`config.mk`:
```
export PLATFORM = sky130hd
export DESIGN_NAME = acs_sequencer
export DESIGN_NICKNAME = d
export VERILOG_FILES = /design/src/logic/acs_pkg.sv /design/src/logic/acs_sequencer.sv
export SDC_FILE = /design/constraint.sdc
export NUM_CORES = 1
export LEC_CHECK = 0
export ABC_AREA = 1
export BUFFER_PORTS_ARGS = -buffer_cell sky130_fd_sc_hd__buf_2
export CORE_UTILIZATION = 52
export DETAILED_ROUTE_END_ITERATION = 10
export PLACE_DENSITY_LB_ADDON = 0.05
export REMOVE_ABC_BUFFERS = 1
export SYNTH_ARGS = -nofsm -noshare
export SYNTH_HDL_FRONTEND = slang
export SYNTH_SLANG_ARGS = --single-unit
```
`constraint.sdc`:
```
create_clock -name clk_sys -period 2.07 [get_ports clk_sys]
set_input_delay 0.1035 -clock clk_sys [delete_from_list [all_inputs] [get_ports clk_sys]]
set_output_delay 0.1035 -clock clk_sys [all_outputs]
set_load 0.01 [all_outputs]
```
`src/logic/acs_pkg.sv`:
```
// Constants and carrier types for the conversion sequencer.
// Assumes a single 10 MHz system clock and an external analog front end.
package acs_pkg;
  localparam int          RES_BITS      = 10;
  localparam logic [2:0]  CS_DIV2       = 3'h0;
  localparam logic [2:0]  CS_DIV8       = 3'h1;
  localparam logic [2:0]  CS_DIV32      = 3'h2;
  localparam logic [2:0]  CS_DIV4       = 3'h4;
  localparam logic [2:0]  CS_DIV16      = 3'h5;
  localparam logic [2:0]  CS_DIV64      = 3'h6;
  localparam logic [1:0]  PREF_SUPPLY   = 2'h0;
  localparam logic [1:0]  PREF_PIN      = 2'h2;
  localparam logic [1:0]  PREF_FIXED    = 2'h3;
  localparam logic [9:0]  RESULT_RST    = 10'h000;
  localparam logic [5:0]  RC_DIV_HALF   = 6'h08;
  localparam logic [3:0]  HALF_PERIODS  = 4'h2;

  typedef struct packed {
    logic       result_justify;
    logic [2:0] conv_clock_select;
    logic       neg_ref_select;
    logic [1:0] pos_ref_select;
  } acs_config_type;

  typedef struct packed {
    logic       pos_ref_supply;
    logic       pos_ref_pin;
    logic       pos_ref_fixed;
    logic       neg_ref_pin;
  } acs_ref_type;

  typedef enum logic [1:0] {ST_IDLE, ST_DELAY, ST_SETTLE, ST_CONVERT} acs_state_type;
endpackage

```
`src/logic/acs_sequencer.sv`:
```
// Conversion sequencer for a 10-bit successive-approximation converter.
// Assumes comparator and rc tick inputs arrive from other domains.
`timescale 1ns/1ps
`default_nettype none
module acs_sequencer
(
  input  wire logic                   clk_sys,
  input  wire logic                   rst,
  input  wire logic                   clk_en,
  input  var  acs_pkg::acs_config_type cfg,
  input  wire logic [4:0]             channel_select,
  input  wire logic                   converter_enable,
  input  wire logic                   start_set,
  input  wire logic                   start_clear,
  input  wire logic                   flag_clear,
  input  wire logic                   conv_irq_enable,
  input  wire logic                   sleep_req,
  input  wire logic                   compare_trigger,
  input  wire logic                   rc_tick,
  input  wire logic                   comparator_out,
  output logic                        start_status,
  output logic                        conv_complete_flag,
  output logic                        wake_event,
  output logic                        timer_reset,
  output logic [7:0]                  result_high_byte,
  output logic [7:0]                  result_low_byte,
  output logic [9:0]                  trial_code,
  output logic                        sample_hold,
  output logic                        converter_powered,
  output var  acs_pkg::acs_ref_type    ref_sel,
  output logic [4:0]                  channel_route
);
  // ==========================================================
  // Input synchronisers
  logic [1:0] cmp_s_r;
  logic [1:0] rc_s_r;
  logic       rc_old_r;
  always_ff @(posedge clk_sys or posedge rst)
    if (rst)
    begin
      cmp_s_r  <= 2'h0;
      rc_s_r   <= 2'h0;
      rc_old_r <= 1'h0;
    end
    else if (clk_en)
    begin
      cmp_s_r  <= {cmp_s_r[0], comparator_out};
      rc_s_r   <= {rc_s_r[0], rc_tick};
      rc_old_r <= rc_s_r[1];
    end

  // ==========================================================
  // Half bit-period tick
  logic [5:0] div_r;
  logic [5:0] half_lim;
  logic       use_rc;
  logic       half_tick;
  assign use_rc = (cfg.conv_clock_select[1:0] == 2'h3);
  always_comb
  begin
    unique case (cfg.conv_clock_select)
      acs_pkg::CS_DIV2:  half_lim = 6'h00;
      acs_pkg::CS_DIV4:  half_lim = 6'h01;
      acs_pkg::CS_DIV8:  half_lim = 6'h03;
      acs_pkg::CS_DIV16: half_lim = 6'h07;
      acs_pkg::CS_DIV32: half_lim = 6'h0F;
      acs_pkg::CS_DIV64: half_lim = 6'h1F;
      default:           half_lim = acs_pkg::RC_DIV_HALF;
    endcase
  end
  // Divider counts system clocks, so it follows frequency changes
  assign half_tick = use_rc ? (rc_s_r[1] & ~rc_old_r) : (div_r >= half_lim);

  // ==========================================================
  // Sequencer
  acs_pkg::acs_state_type state_r;
  logic [3:0] bit_r;
  logic [3:0] wait_r;
  logic       phase_r;
  logic [9:0] sar_r;
  logic       last_r;
  logic       off_r;
  logic       go_r;
  logic       flag_r;
  logic       wake_r;
  logic       trst_r;
  logic [9:0] res_r;
  logic       running;
  logic       done_now;
  logic       abort_sw;
  logic       abort_sleep;
  logic       go_set;
  logic [9:0] fill;
  logic [9:0] done_code;
  assign running     = (state_r != acs_pkg::ST_IDLE);

  // Divider held at zero while idle, so every conversion not timed by the rc tick starts in phase
  always_ff @(posedge clk_sys or posedge rst)
    if (rst)
      div_r <= 6'h00;
    else if (clk_en)
      div_r <= (half_tick | ~running) ? 6'h00 : div_r + 6'h01;
  assign go_set      = (start_set | compare_trigger) & converter_enable;
  assign abort_sw    = running & start_clear;
  assign abort_sleep = running & sleep_req & ~use_rc;
  assign done_now    = (state_r == acs_pkg::ST_CONVERT) & half_tick & phase_r
                       & (bit_r == 4'h0);
  // Unresolved bits copy the last decided bit
  assign fill        = {10{last_r}} & ~((10'h3FF << (bit_r + 4'h1)) & 10'h3FF);
  assign done_code   = {sar_r[9:1], cmp_s_r[1]};

  always_ff @(posedge clk_sys or posedge rst)
    if (rst)
    begin
      state_r <= acs_pkg::ST_IDLE;
      bit_r   <= 4'h9;
      wait_r  <= 4'h0;
      phase_r <= 1'h0;
      sar_r   <= 10'h200;
      last_r  <= 1'h0;
      go_r    <= 1'h0;
      flag_r  <= 1'h0;
      off_r   <= 1'h0;
      wake_r  <= 1'h0;
      trst_r  <= 1'h0;
      res_r   <= acs_pkg::RESULT_RST;
    end
    else if (clk_en)
    begin
      wake_r <= 1'h0;
      trst_r <= compare_trigger & converter_enable;
      if (!sleep_req | !converter_enable)
        off_r <= 1'h0;
      // Set wins over a same-cycle clear
      if (flag_clear)
        flag_r <= 1'h0;
      if (!converter_enable)
      begin
        state_r <= acs_pkg::ST_IDLE;
        go_r    <= 1'h0;
      end
      else if (abort_sw | abort_sleep)
      begin
        state_r <= acs_pkg::ST_IDLE;
        go_r    <= 1'h0;
        if (abort_sw)
          res_r <= (sar_r & ~fill & ~(10'h1 << bit_r)) | fill;
        else
          off_r <= 1'h1;
      end
      else if (done_now)
      begin
        state_r <= acs_pkg::ST_IDLE;
        go_r    <= 1'h0;
        flag_r  <= 1'h1;
        res_r   <= done_code;
        wake_r  <= sleep_req & conv_irq_enable;
        off_r   <= sleep_req & ~conv_irq_enable;
      end
      else
      begin
        unique case (state_r)
          acs_pkg::ST_IDLE:
            if (go_set & ~(off_r & sleep_req))
            begin
              go_r    <= 1'h1;
              bit_r   <= 4'h9;
              wait_r  <= 4'h0;
              phase_r <= 1'h0;
              sar_r   <= 10'h200;
              state_r <= use_rc ? acs_pkg::ST_DELAY : acs_pkg::ST_SETTLE;
            end
          acs_pkg::ST_DELAY:
            state_r <= acs_pkg::ST_SETTLE;
          acs_pkg::ST_SETTLE:
            if (half_tick)
            begin
              // Settle of three half periods
              wait_r <= wait_r + 4'h1;
              if (wait_r == acs_pkg::HALF_PERIODS)
                state_r <= acs_pkg::ST_CONVERT;
            end
          acs_pkg::ST_CONVERT:
            if (half_tick)
            begin
              phase_r <= ~phase_r;
              if (phase_r)
              begin
                // Decide current bit, trial next one
                sar_r[bit_r] <= cmp_s_r[1];
                last_r       <= cmp_s_r[1];
                sar_r[bit_r - 4'h1] <= 1'h1;
                bit_r        <= bit_r - 4'h1;
              end
            end
        endcase
      end
    end

  // ==========================================================
  // Outputs
  logic [15:0] res_fmt;
  logic [7:0]  hi_r;
  logic [7:0]  lo_r;
  logic        pwr_r;
  logic [9:0]  trial_r;
  logic        sh_r;
  acs_pkg::acs_ref_type ref_r;
  logic [4:0]  chan_r;
  acs_pkg::acs_ref_type ref_nxt;
  // Justification with zeroed unused bits
  assign res_fmt = cfg.result_justify ? {6'h00, res_r} : {res_r, 6'h00};
  assign ref_nxt.pos_ref_supply = (cfg.pos_ref_select == acs_pkg::PREF_SUPPLY);
  assign ref_nxt.pos_ref_pin    = (cfg.pos_ref_select == acs_pkg::PREF_PIN);
  assign ref_nxt.pos_ref_fixed  = (cfg.pos_ref_select == acs_pkg::PREF_FIXED);
  assign ref_nxt.neg_ref_pin    = cfg.neg_ref_select;
  always_ff @(posedge clk_sys or posedge rst)
    if (rst)
    begin
      hi_r    <= 8'h00;
      lo_r    <= 8'h00;
      pwr_r   <= 1'h0;
      trial_r <= 10'h000;
      sh_r    <= 1'h0;
      ref_r   <= '0;
      chan_r  <= 5'h00;
    end
    else if (clk_en)
    begin
      hi_r    <= res_fmt[15:8];
      lo_r    <= res_fmt[7:0];
      pwr_r   <= converter_enable & ~off_r;
      trial_r <= sar_r;
      sh_r    <= ~running;
      ref_r   <= ref_nxt;
      chan_r  <= channel_select;
    end

  assign start_status       = go_r;
  assign conv_complete_flag = flag_r;
  assign wake_event         = wake_r;
  assign timer_reset        = trst_r;
  assign result_high_byte   = hi_r;
  assign result_low_byte    = lo_r;
  assign trial_code         = trial_r;
  assign sample_hold        = sh_r;
  assign converter_powered  = pwr_r;
  assign ref_sel            = ref_r;
  assign channel_route      = chan_r;
endmodule
`default_nettype wire
```
==> results of run 1 <==
[what timing repair did]
| item | CTS | global route |
|---|---|---|
| hold buffers | 13 | 0 |
| endpoints found under the hold margin | 39 | 0 |
| setup buffers | 0 | 2 |
| gates resized for setup | 0 | 4 |
| endpoints found under the setup margin | 0 | 16 |
[per-stage QoR]
stage / total power [mW] / TNS, ps / area (sq um)
3_5_place_dp: 3.614 / -329.8 / 5181
2_1_floorplan: 3.027 / -18210 / 4488
5_1_grt: 5.199 / -164.7 / 5543
4_1_cts: 4.867 / 0 / 5515
6_report: 4.873 / 0 / 5543
3_3_place_gp: 3.577 / 0 / 5181
[sequential cells by signal, summed over array words and instances (netlist names), 2 cells and up]
name	cells
bit_r	4
channel_route	5
cmp_s_r	2
div_r	6
rc_s_r	2
ref_sel	4
res_r	10
result_high_byte	8
result_low_byte	8
sar_r	10
state_r	2
trial_code	10
wait_r	4
[per-layer routing]
metal | wire (um) | GRT usage | share of wire
met1 | 5156 | 0.3305 | 0.48
met2 | 4961 | 0.4161 | 0.46
met3 | 485 | 0.04581 | 0.045
met4 | 170 | 0.07587 | 0.016
met5 | 0 | 0 | 0
[cell type report]
| type | instances | area, sq um | area share |
|---|---|---|---|
| clock buffer | 9 | 123.9 | 0.02235 |
| clock inverter | 7 | 80.08 | 0.01445 |
| inverter | 51 | 192.7 | 0.03476 |
| multi-input combinational | 416 | 2178 | 0.3930 |
| sequential | 85 | 2131 | 0.3844 |
| tap | 105 | 131.4 | 0.02370 |
| timing repair buffer | 106 | 705.7 | 0.1273 |
[where the power goes]
group	internal (mW)	switching (mW)
Clock	0.575	0.655
Combinational	0.588	0.984
Sequential	1.90	0.167
[cell usage after synthesis, types with 3 or more instances]
master / count
dfrtp_1: 82
buf_2: 4
inv_1: 46
dfstp_2: 3
a21oi_1: 14
o21ai_0: 40
o211ai_1: 11
nor2_1: 33
nor2_2: 4
o21ai_1: 11
nand2_2: 7
xor2_1: 3
ha_1: 27
nand3_1: 40
nand3_2: 3
inv_2: 4
nor3_1: 5
a22o_1: 3
clkbuf_1: 9
o21ai_2: 5
nand2_1: 193
or2_2: 3
[worst max-delay path, cell delays in order (launching register included)]
cell	delay, ps
dfrtp_1	360
inv_1	90
ha_1	290
inv_1	30
nand2_1	50
nand2_1	40
nand2_1	50
nand2_1	60
nand2_2	110
nand2_2	100
nand2_2	100
nand3_2	80
buf_12	160
o21ai_0	210
nand2_1	100
[worst max path at each step]
| stage | start | to | slack [ps] | depth (start not counted) |
|---|---|---|---|---|
| 2_1_floorplan | rst | bit_r[1] | -220 | 1 |
| 3_3_place_gp | cfg[3] | res_r[8] | 40 | 17 |
| 3_5_place_dp | cfg[3] | res_r[8] | -60 | 17 |
| 4_1_cts | div_r[4] | res_r[8] | 90 | 10 |
| 5_1_grt | div_r[0] | bit_r[1] | -40 | 15 |
| 6_report | div_r[0] | sar_r[5] | 130 | 14 |
[cells by family after synthesis]
| kind of cell | synth area share |
|---|---|
| adders and majority gates | 0.07377 |
| buffers and inverters | 0.06175 |
| and+or+nand+nor | 0.2699 |
| DFF | 0.4653 |
| xor gates and xnor gates | 0.009292 |
| AOI/OAI and AO/OA | 0.1200 |
==> flow_summary.yaml, run 1 <==
floorplanning:
  start_util: 0.5464
  top_level_ports: 65
  fp.coreArea_sq_um: 8382
  fp.dieW_um: 95.85
  rows: 33
  die_y_um: 95.85
  die_area_sq_um: 9186
route:
  routedWlPerCell_um: 13.83
  drcViolationCount: 0
  vias: 4054
  vias_per_cell: 5.204
  totalWireLength_um: 10770
  drt_iter0_drc: 134
  postRouteAntennaNets: 0
  drt-pass1-iter-count: 4
cells_and_area:
  synthToLayoutAreaGrowth_pct: 21.04
  n_antenna_cell: 0
  layout_commonest_cell: "nand2_1"
  fill_cells: 733
  drive_gt1_frac: 0.2166
  final_cell_mix: "nand2_1, dfrtp_1, buf_2, inv_1"
  nets: 720
  final_cells: 779
  utilization: 0.6613
sta:
  relSlewSlack: 0.6229
  fin_ws_ps: 134.7
  min_period_ps: 1935
  finClkSkew_ps: 9.730
  final-hold-violation-count: 0
  setup_viol: 0
  worst_pin_slew_ps: 565.0
  rsz0062_at_grt: "yes"
  final_max_slew_viol_count: 0
  timing.fmax_mhz: 516.7
  hold_slack_ps: 16.95
  min_period_over_period: 0.9349
clock_tree:
  root_buffer: "clkbuf_8"
  clkTransAtPathRegs_ps: 100
  cts_buffers: 9
  cts_buffer_depth: 2
  cts_tree: "yes"
  clkLatencyLatePin_ps: 360
  htree_levels: 3
  cts_sinks: 85
setup_path:
  r2r-start: "div_r[0]"
  ff2ff_path_depth: 14
  critPathCaptureType: "register"
  critical_path_class: "register to register"
  crit_fanout: 14
  critPathArrivalTime_ps: 2180
  crit_required_ps: 2310
  r2r_slack_ps: 130
  r2r-end: "sar_r[5]"
  worst_setup_path_start_kind: "register"
placed_design:
  post-place-ws_ps: -64.38
  dp_cells: 748
  gp_congestion: 0.9614
  dpl.hpwl_um: 7895
  numPortBuffers: 64
logic_synthesis:
  yosys.area.top_type: "dfrtp_1"
  synthTopCellsByArea: "dfrtp_1, nand2_1, ha_1"
  synth-seq-cells: 85
  yosysTopAreaCellShare: 0.4481
  synth_cell_type_count: 37
  async_flop_share: 1.000
  synthCells: 569
  synth_area_per_cell_sq_um: 8.048
  synthesis.area_sq_um: 4579
  ys.flop_type: "dfrtp_1"
  synth-warning-count: 0
  synth-edff-count: 0
  seq_area_frac_synth: 0.4653
power_and_ir_drop:
  peakVddDrop_mv: 0.4735
  power_leakage_nw: 2.917
  power_density_nw_per_um2: 879.1
global_routing:
  grt_pass1_vias: 3857
  grt_max_degree: 33
  antenna_found_initial: 0
  grt_remaining_overflow: 0
  grt_pass1_wl_um: 17600
  grt_use_total: 0.2494
run_status:
  outcome: "finished clean"
hold_path:
  hold_path_depth: 3
  worstHoldEndpoint: "wake_event"
  hold_class: "input pin to register"
  min_from: "conv_irq_enable"
flow_run:
  drv_cap: 0
(Power assumes the default switching activity.)
==> inputs of run 2 (changes only) <==
--- a/config.mk
+++ b/config.mk
@@ -10,6 +10,7 @@
 export CORE_UTILIZATION = 52
 export DETAILED_ROUTE_END_ITERATION = 10
 export PLACE_DENSITY_LB_ADDON = 0.05
+export RECOVER_POWER = 50
 export REMOVE_ABC_BUFFERS = 1
 export SYNTH_ARGS = -nofsm -noshare
 export SYNTH_HDL_FRONTEND = slang
==> run 2 against run 1 <==
Effect of this change:
- fmax is 0.34% lower
- total power about the same
- combinational power is essentially flat
- critical path type unchanged
- design area decreased by 0.63%
- critical endpoint unchanged
==> flow_summary.yaml, run 2 (synthesis results as in run 1) <==
sta:
  timing.fmax_mhz: 515.0
  final_max_slew_viol_count: 0
  relSlewSlack: 0.08704
  rsz0062_at_grt: "yes"
  finClkSkew_ps: 12.24
  timing.setup.tns_ps: 0
  final-hold-violation-count: 0
  min_period_over_period: 0.9381
  worst_pin_slew_ps: 1362
  min_period_ps: 1942
  setup_viol: 0
route:
  postRouteAntennaNets: 0
  drt_iter0_drc: 136
  vias_per_cell: 5.200
  totalWireLength_um: 10800
  vias: 4051
  drcViolationCount: 0
  routedWlPerCell_um: 13.86
  drt-pass1-iter-count: 4
setup_path:
  r2r-start: "div_r[0]"
  crit_required_ps: 2320
  crit_fanout: 14
  worst_setup_path_start_kind: "register"
  crit_start: "div_r[0]"
  r2r_slack_ps: 130
  cp_common_cell: "nand2_1"
  critPathArrivalTime_ps: 2190
  critPathCaptureType: "register"
  critical_path_class: "register to register"
  r2r-end: "sar_r[5]"
  crit_slowest_cell: "dfrtp_1"
  ff2ff_path_depth: 14
  crit_path_cell_trace: "inv_1 > ha_1 > inv_1 > nand2_1 > nand2_1 > nand2_1 > nand2_1 > nand2_2 > nand2_2 > nand2_2 > nand3_2 > buf_12 > o21ai_0 > nand2_1"
  cp-endpoint: "sar_r[5]"
  slowest_delay_ps: 360
floorplanning:
  fp.coreArea_sq_um: 8382
  rows: 33
  fp.dieW_um: 95.85
  top_level_ports: 65
  die_y_um: 95.85
  start_util: 0.5464
  die_area_sq_um: 9186
placed_design:
  dpl.hpwl_um: 7895
  dp_cells: 748
  place_area_sq_um: 5181
  numPortBuffers: 64
  gp_congestion: 0.9614
cells_and_area:
  utilization: 0.6571
  final_cell_mix: "nand2_1, dfrtp_1, buf_2, inv_1"
  seqCellArea_sq_um: 2131
  layout_commonest_cell: "nand2_1"
  nets: 720
  n_antenna_cell: 0
  multi_input_area_sq_um: 2178
  stdcell_area_sq_um: 5508
  final_cells: 779
  fill_cells: 749
  drive_gt1_frac: 0.1988
  synthToLayoutAreaGrowth_pct: 20.27
hold_path:
  hold_path_depth: 3
  hold_class: "input pin to register"
  min_from: "conv_irq_enable"
global_routing:
  antenna_found_initial: 0
  grt_pass1_wl_um: 17600
  grt_remaining_overflow: 0
  grt_pass1_vias: 3857
  grt_max_degree: 33
  grt_use_total: 0.2494
clock_tree:
  cts_buffers: 9
  cts_buffer_depth: 2
  cts_sinks: 85
  htree_levels: 3
  clkLatencyLatePin_ps: 360
  root_buffer: "clkbuf_8"
  cts_tree: "yes"
  clkTransAtPathRegs_ps: 100
run_status:
  outcome: "finished clean"
power_and_ir_drop:
  p_total_mw: 4.868
  power_density_nw_per_um2: 883.8
  power_leakage_nw: 2.866
  peakVddDrop_mv: 0.4738
flow_run:
  drv_cap: 0
run 2: cell types whose count changed in the layout (fill, tap and decap cells not counted), sizes merged:
cell / previous run / this run
clkinv: 2 / 1
buf: 93 / 80
clkinvlp: 2 / 3
clkbuf: 9 / 22
run 2: how the worst min path moves through the flow:
stage                                   to  slack [ps]
after global routing            wake_event          30
after floorplan               start_status         190
after CTS                       wake_event           5
final                           wake_event          20
after global placement    channel_route[2]         160
after detailed placement  channel_route[4]         170
run 2: repair_timing:
item,in CTS,in global routing
resized for setup,0,4
endpoints found under the setup margin,0,16
hold buffers,13,0
buffers inserted,0,2
endpoints found under the hold margin,39,0
run 2: final cells by class:
class / count / share of cell area
Tap cell: 105 / 0.02385
Clock inverter: 7 / 0.01454
Clock buffer: 9 / 0.02249
Multi-Input combinational cell: 416 / 0.3955
Inverter: 51 / 0.03498
Timing Repair Buffer: 106 / 0.1218
Sequential cell: 85 / 0.3869
run 2: worst max-delay path, delay by kind of cell (launching register included):
family	cells	cell delay (ps)
compound gates	1	210
simple gates	9	690
flops	1	360
fa+ha+maj	1	290
buf+inv	3	290
run 2: per-stage QoR:
| stage | hold slack [ps] | setup slack, ps |
|---|---|---|
| 2_1_floorplan | 193.7 | -222.0 |
| 3_3_place_gp | 164.8 | 35.46 |
| 3_5_place_dp | 173.2 | -64.38 |
| 4_1_cts | 4.658 | 94.51 |
| 5_1_grt | 25.01 | -40.96 |
| 6_report | 16.17 | 128.1 |
run 2: routing by layer:
metal / global-route usage / wire length [um] / vias to the layer above
met5: 0 / 0 / -
met2: 0.4161 / 4988 / 99
met1: 0.3305 / 5192 / 1902
met3: 0.04581 / 445 / 14
met4: 0.07587 / 172 / 0
li1: - / - / 2036
run 2: power breakdown:
group | internal, mW | switching, mW
sequential | 1.90 | 0.168
clock | 0.575 | 0.658
combinational | 0.580 | 0.983
total | 3.06 | 1.81
==> inputs of run 3 (changes only) <==
--- a/config.mk
+++ b/config.mk
@@ -6,9 +6,9 @@
 export NUM_CORES = 1
 export LEC_CHECK = 0
 export ABC_AREA = 1
-export BUFFER_PORTS_ARGS = -buffer_cell sky130_fd_sc_hd__buf_2
-export CORE_UTILIZATION = 52
+export CORE_UTILIZATION = 55
 export DETAILED_ROUTE_END_ITERATION = 10
+export DONT_BUFFER_PORTS = 1
 export PLACE_DENSITY_LB_ADDON = 0.05
 export RECOVER_POWER = 50
 export REMOVE_ABC_BUFFERS = 1
==> run 3 against run 2 <==
Effect of this change:
- fmax is 1.4% higher
- sequential power is 3% higher
- sequential cell count stayed put
- combinational power is 7% lower
- final cell count is 9.2% lower
- sequential share of layout area is 2.0 points higher
- design area is 5.0% lower
- clock power is 7% higher
- setup slack better by 26 ps
- largest power group unchanged
==> flow_summary.yaml, run 3 (synthesis results as in run 1) <==
clock_tree:
  root_buffer: "clkbuf_8"
  cts_buffer_depth: 2
  cts_sinks: 85
  cts_tree: "yes"
  htree_levels: 3
  clkTransAtPathRegs_ps: 90
  clkLatencyLatePin_ps: 360
  cts_buffers: 9
power_and_ir_drop:
  clockPowerShare: 0.267
  power_leakage_nw: 2.588
  p_comb_frac: 0.297
  power_frac_seq: 0.436
  power_density_nw_per_um2: 935.6
  p_int_mw: 3.123
  peakVddDrop_mv: 0.7491
  p_total_mw: 4.894
  p_switching_mw: 1.771
  swShare: 0.3619
global_routing:
  antenna_found_initial: 0
  grt_remaining_overflow: 0
  grt_use_total: 0.2638
  grt_max_degree: 86
  grt_pass1_wl_um: 18020
  grt_pass1_vias: 3772
floorplanning:
  top_level_ports: 65
  fp.coreArea_sq_um: 7888
  fp.dieW_um: 93.25
  start_util: 0.5806
  rows: 32
  die_area_sq_um: 8695
  die_y_um: 93.25
run_status:
  outcome: "finished clean"
cells_and_area:
  nets: 651
  utilization: 0.6632
  final_cell_mix: "nand2_1, dfrtp_1, inv_1, nand3_1, o21ai_0"
  n_antenna_cell: 0
  layout_commonest_cell: "nand2_1"
  synthToLayoutAreaGrowth_pct: 14.24
  drive_gt1_frac: 0.1207
sta:
  setup_viol: 0
  fin_ws_ps: 154.4
  final_max_slew_viol_count: 0
  worst_pin_slew_ps: 1204
  min_period_ps: 1916
  final-hold-violation-count: 0
  hold_slack_ps: 22.31
  relSlewSlack: 0.1971
  finClkSkew_ps: 10.25
  min_period_over_period: 0.9254
  rsz0062_at_grt: "no"
  timing.fmax_mhz: 522.0
route:
  drcViolationCount: 0
  totalWireLength_um: 10770
  vias_per_cell: 5.467
  drt-pass1-iter-count: 4
  vias: 3865
  postRouteAntennaNets: 0
  routedWlPerCell_um: 15.24
  drt_iter0_drc: 248
flow_run:
  drv_cap: 0
hold_path:
  worstHoldEndpoint: "converter_powered"
  min_from: "clk_en"
  hold_class: "input pin to register"
  hold_path_depth: 2
setup_path:
  ff2ff_path_depth: 10
  crit_required_ps: 2320
  worst_setup_path_start_kind: "register"
  r2r-end: "sar_r[2]"
  crit_fanout: 5
  r2r_slack_ps: 150
  critical_path_class: "register to register"
  critPathArrivalTime_ps: 2160
  r2r-start: "bit_r[0]"
  critPathCaptureType: "register"
placed_design:
  dpl.hpwl_um: 7286
  gp_congestion: 0.8599
  post-place-ws_ps: -57.34
  numPortBuffers: 0
[run 3: worst max path at each step]
stage / slack (ps) / cells past startpoint / startpoint / endpoint
final: 150 / 10 / bit_r[0] / sar_r[2]
after global routing: 3 / 11 / div_r[3] / bit_r[1]
after CTS: 20 / 11 / div_r[4] / sar_r[9]
after detailed placement: -60 / 17 / cfg[3] / sar_r[9]
after global placement: 40 / 17 / cfg[3] / bit_r[0]
after floorplan: -220 / 1 / rst / bit_r[1]
[run 3: power by group through the flow]
stage               logic [mW]  clock network (mW)  registers [mW]
floorplan                0.917                   0            2.11
global placement          1.33                   0            2.15
detailed placement        1.36                   0            2.17
CTS                       1.41                1.33            2.13
global route              1.63                1.40            2.16
finish                    1.45                1.31            2.13
[run 3: metrics by stage]
| stage | instance area [sq um] | std cells | setup TNS [ps] |
|---|---|---|---|
| 6_report | 5231 | 707 | 0 |
| 2_1_floorplan | 4488 | 552 | -18210 |
| 3_3_place_gp | 4775 | 670 | 0 |
| 5_1_grt | 5231 | 707 | 0 |
| 3_5_place_dp | 4775 | 670 | -262.7 |
| 4_1_cts | 5187 | 705 | 0 |
[run 3: area by class of cell]
cell class / count / area (sq um)
clock buffers: 9 / 123.9
clock inverters: 7 / 98.84
fillers: 666 / 2656
inverters: 51 / 192.7
multi-input cells: 416 / 2205
flip-flops and latches: 85 / 2131
well taps: 102 / 127.6
repair buffers: 37 / 352.8
[run 3: what timing repair did]
action	in CTS	in global routing
buffers inserted	0	2
endpoints found under the setup margin	0	28
resized for setup	0	9
endpoints found under the hold margin	115	0
hold buffers	19	0
[run 3: layer usage]
| metal | routed length (um) | share of wire | global-route usage | vias up |
|---|---|---|---|---|
| li1 | - | - | - | 1908 |
| met1 | 4956 | 0.46 | 0.3589 | 1852 |
| met2 | 5124 | 0.48 | 0.4301 | 98 |
| met3 | 588 | 0.055 | 0.04878 | 7 |
| met4 | 105 | 0.0097 | 0.07821 | 0 |
| met5 | 0 | 0 | 0 | - |
[run 3: critical path, stage by stage (launching register included)]
cell and delay, ps:
dfstp_2 590, inv_1 80, ha_2 220, ha_1 320, inv_1 90, nor2_1 50
buf_4 160, nand2_1 60, o211ai_1 80, nand3_1 110, nand2_1 60
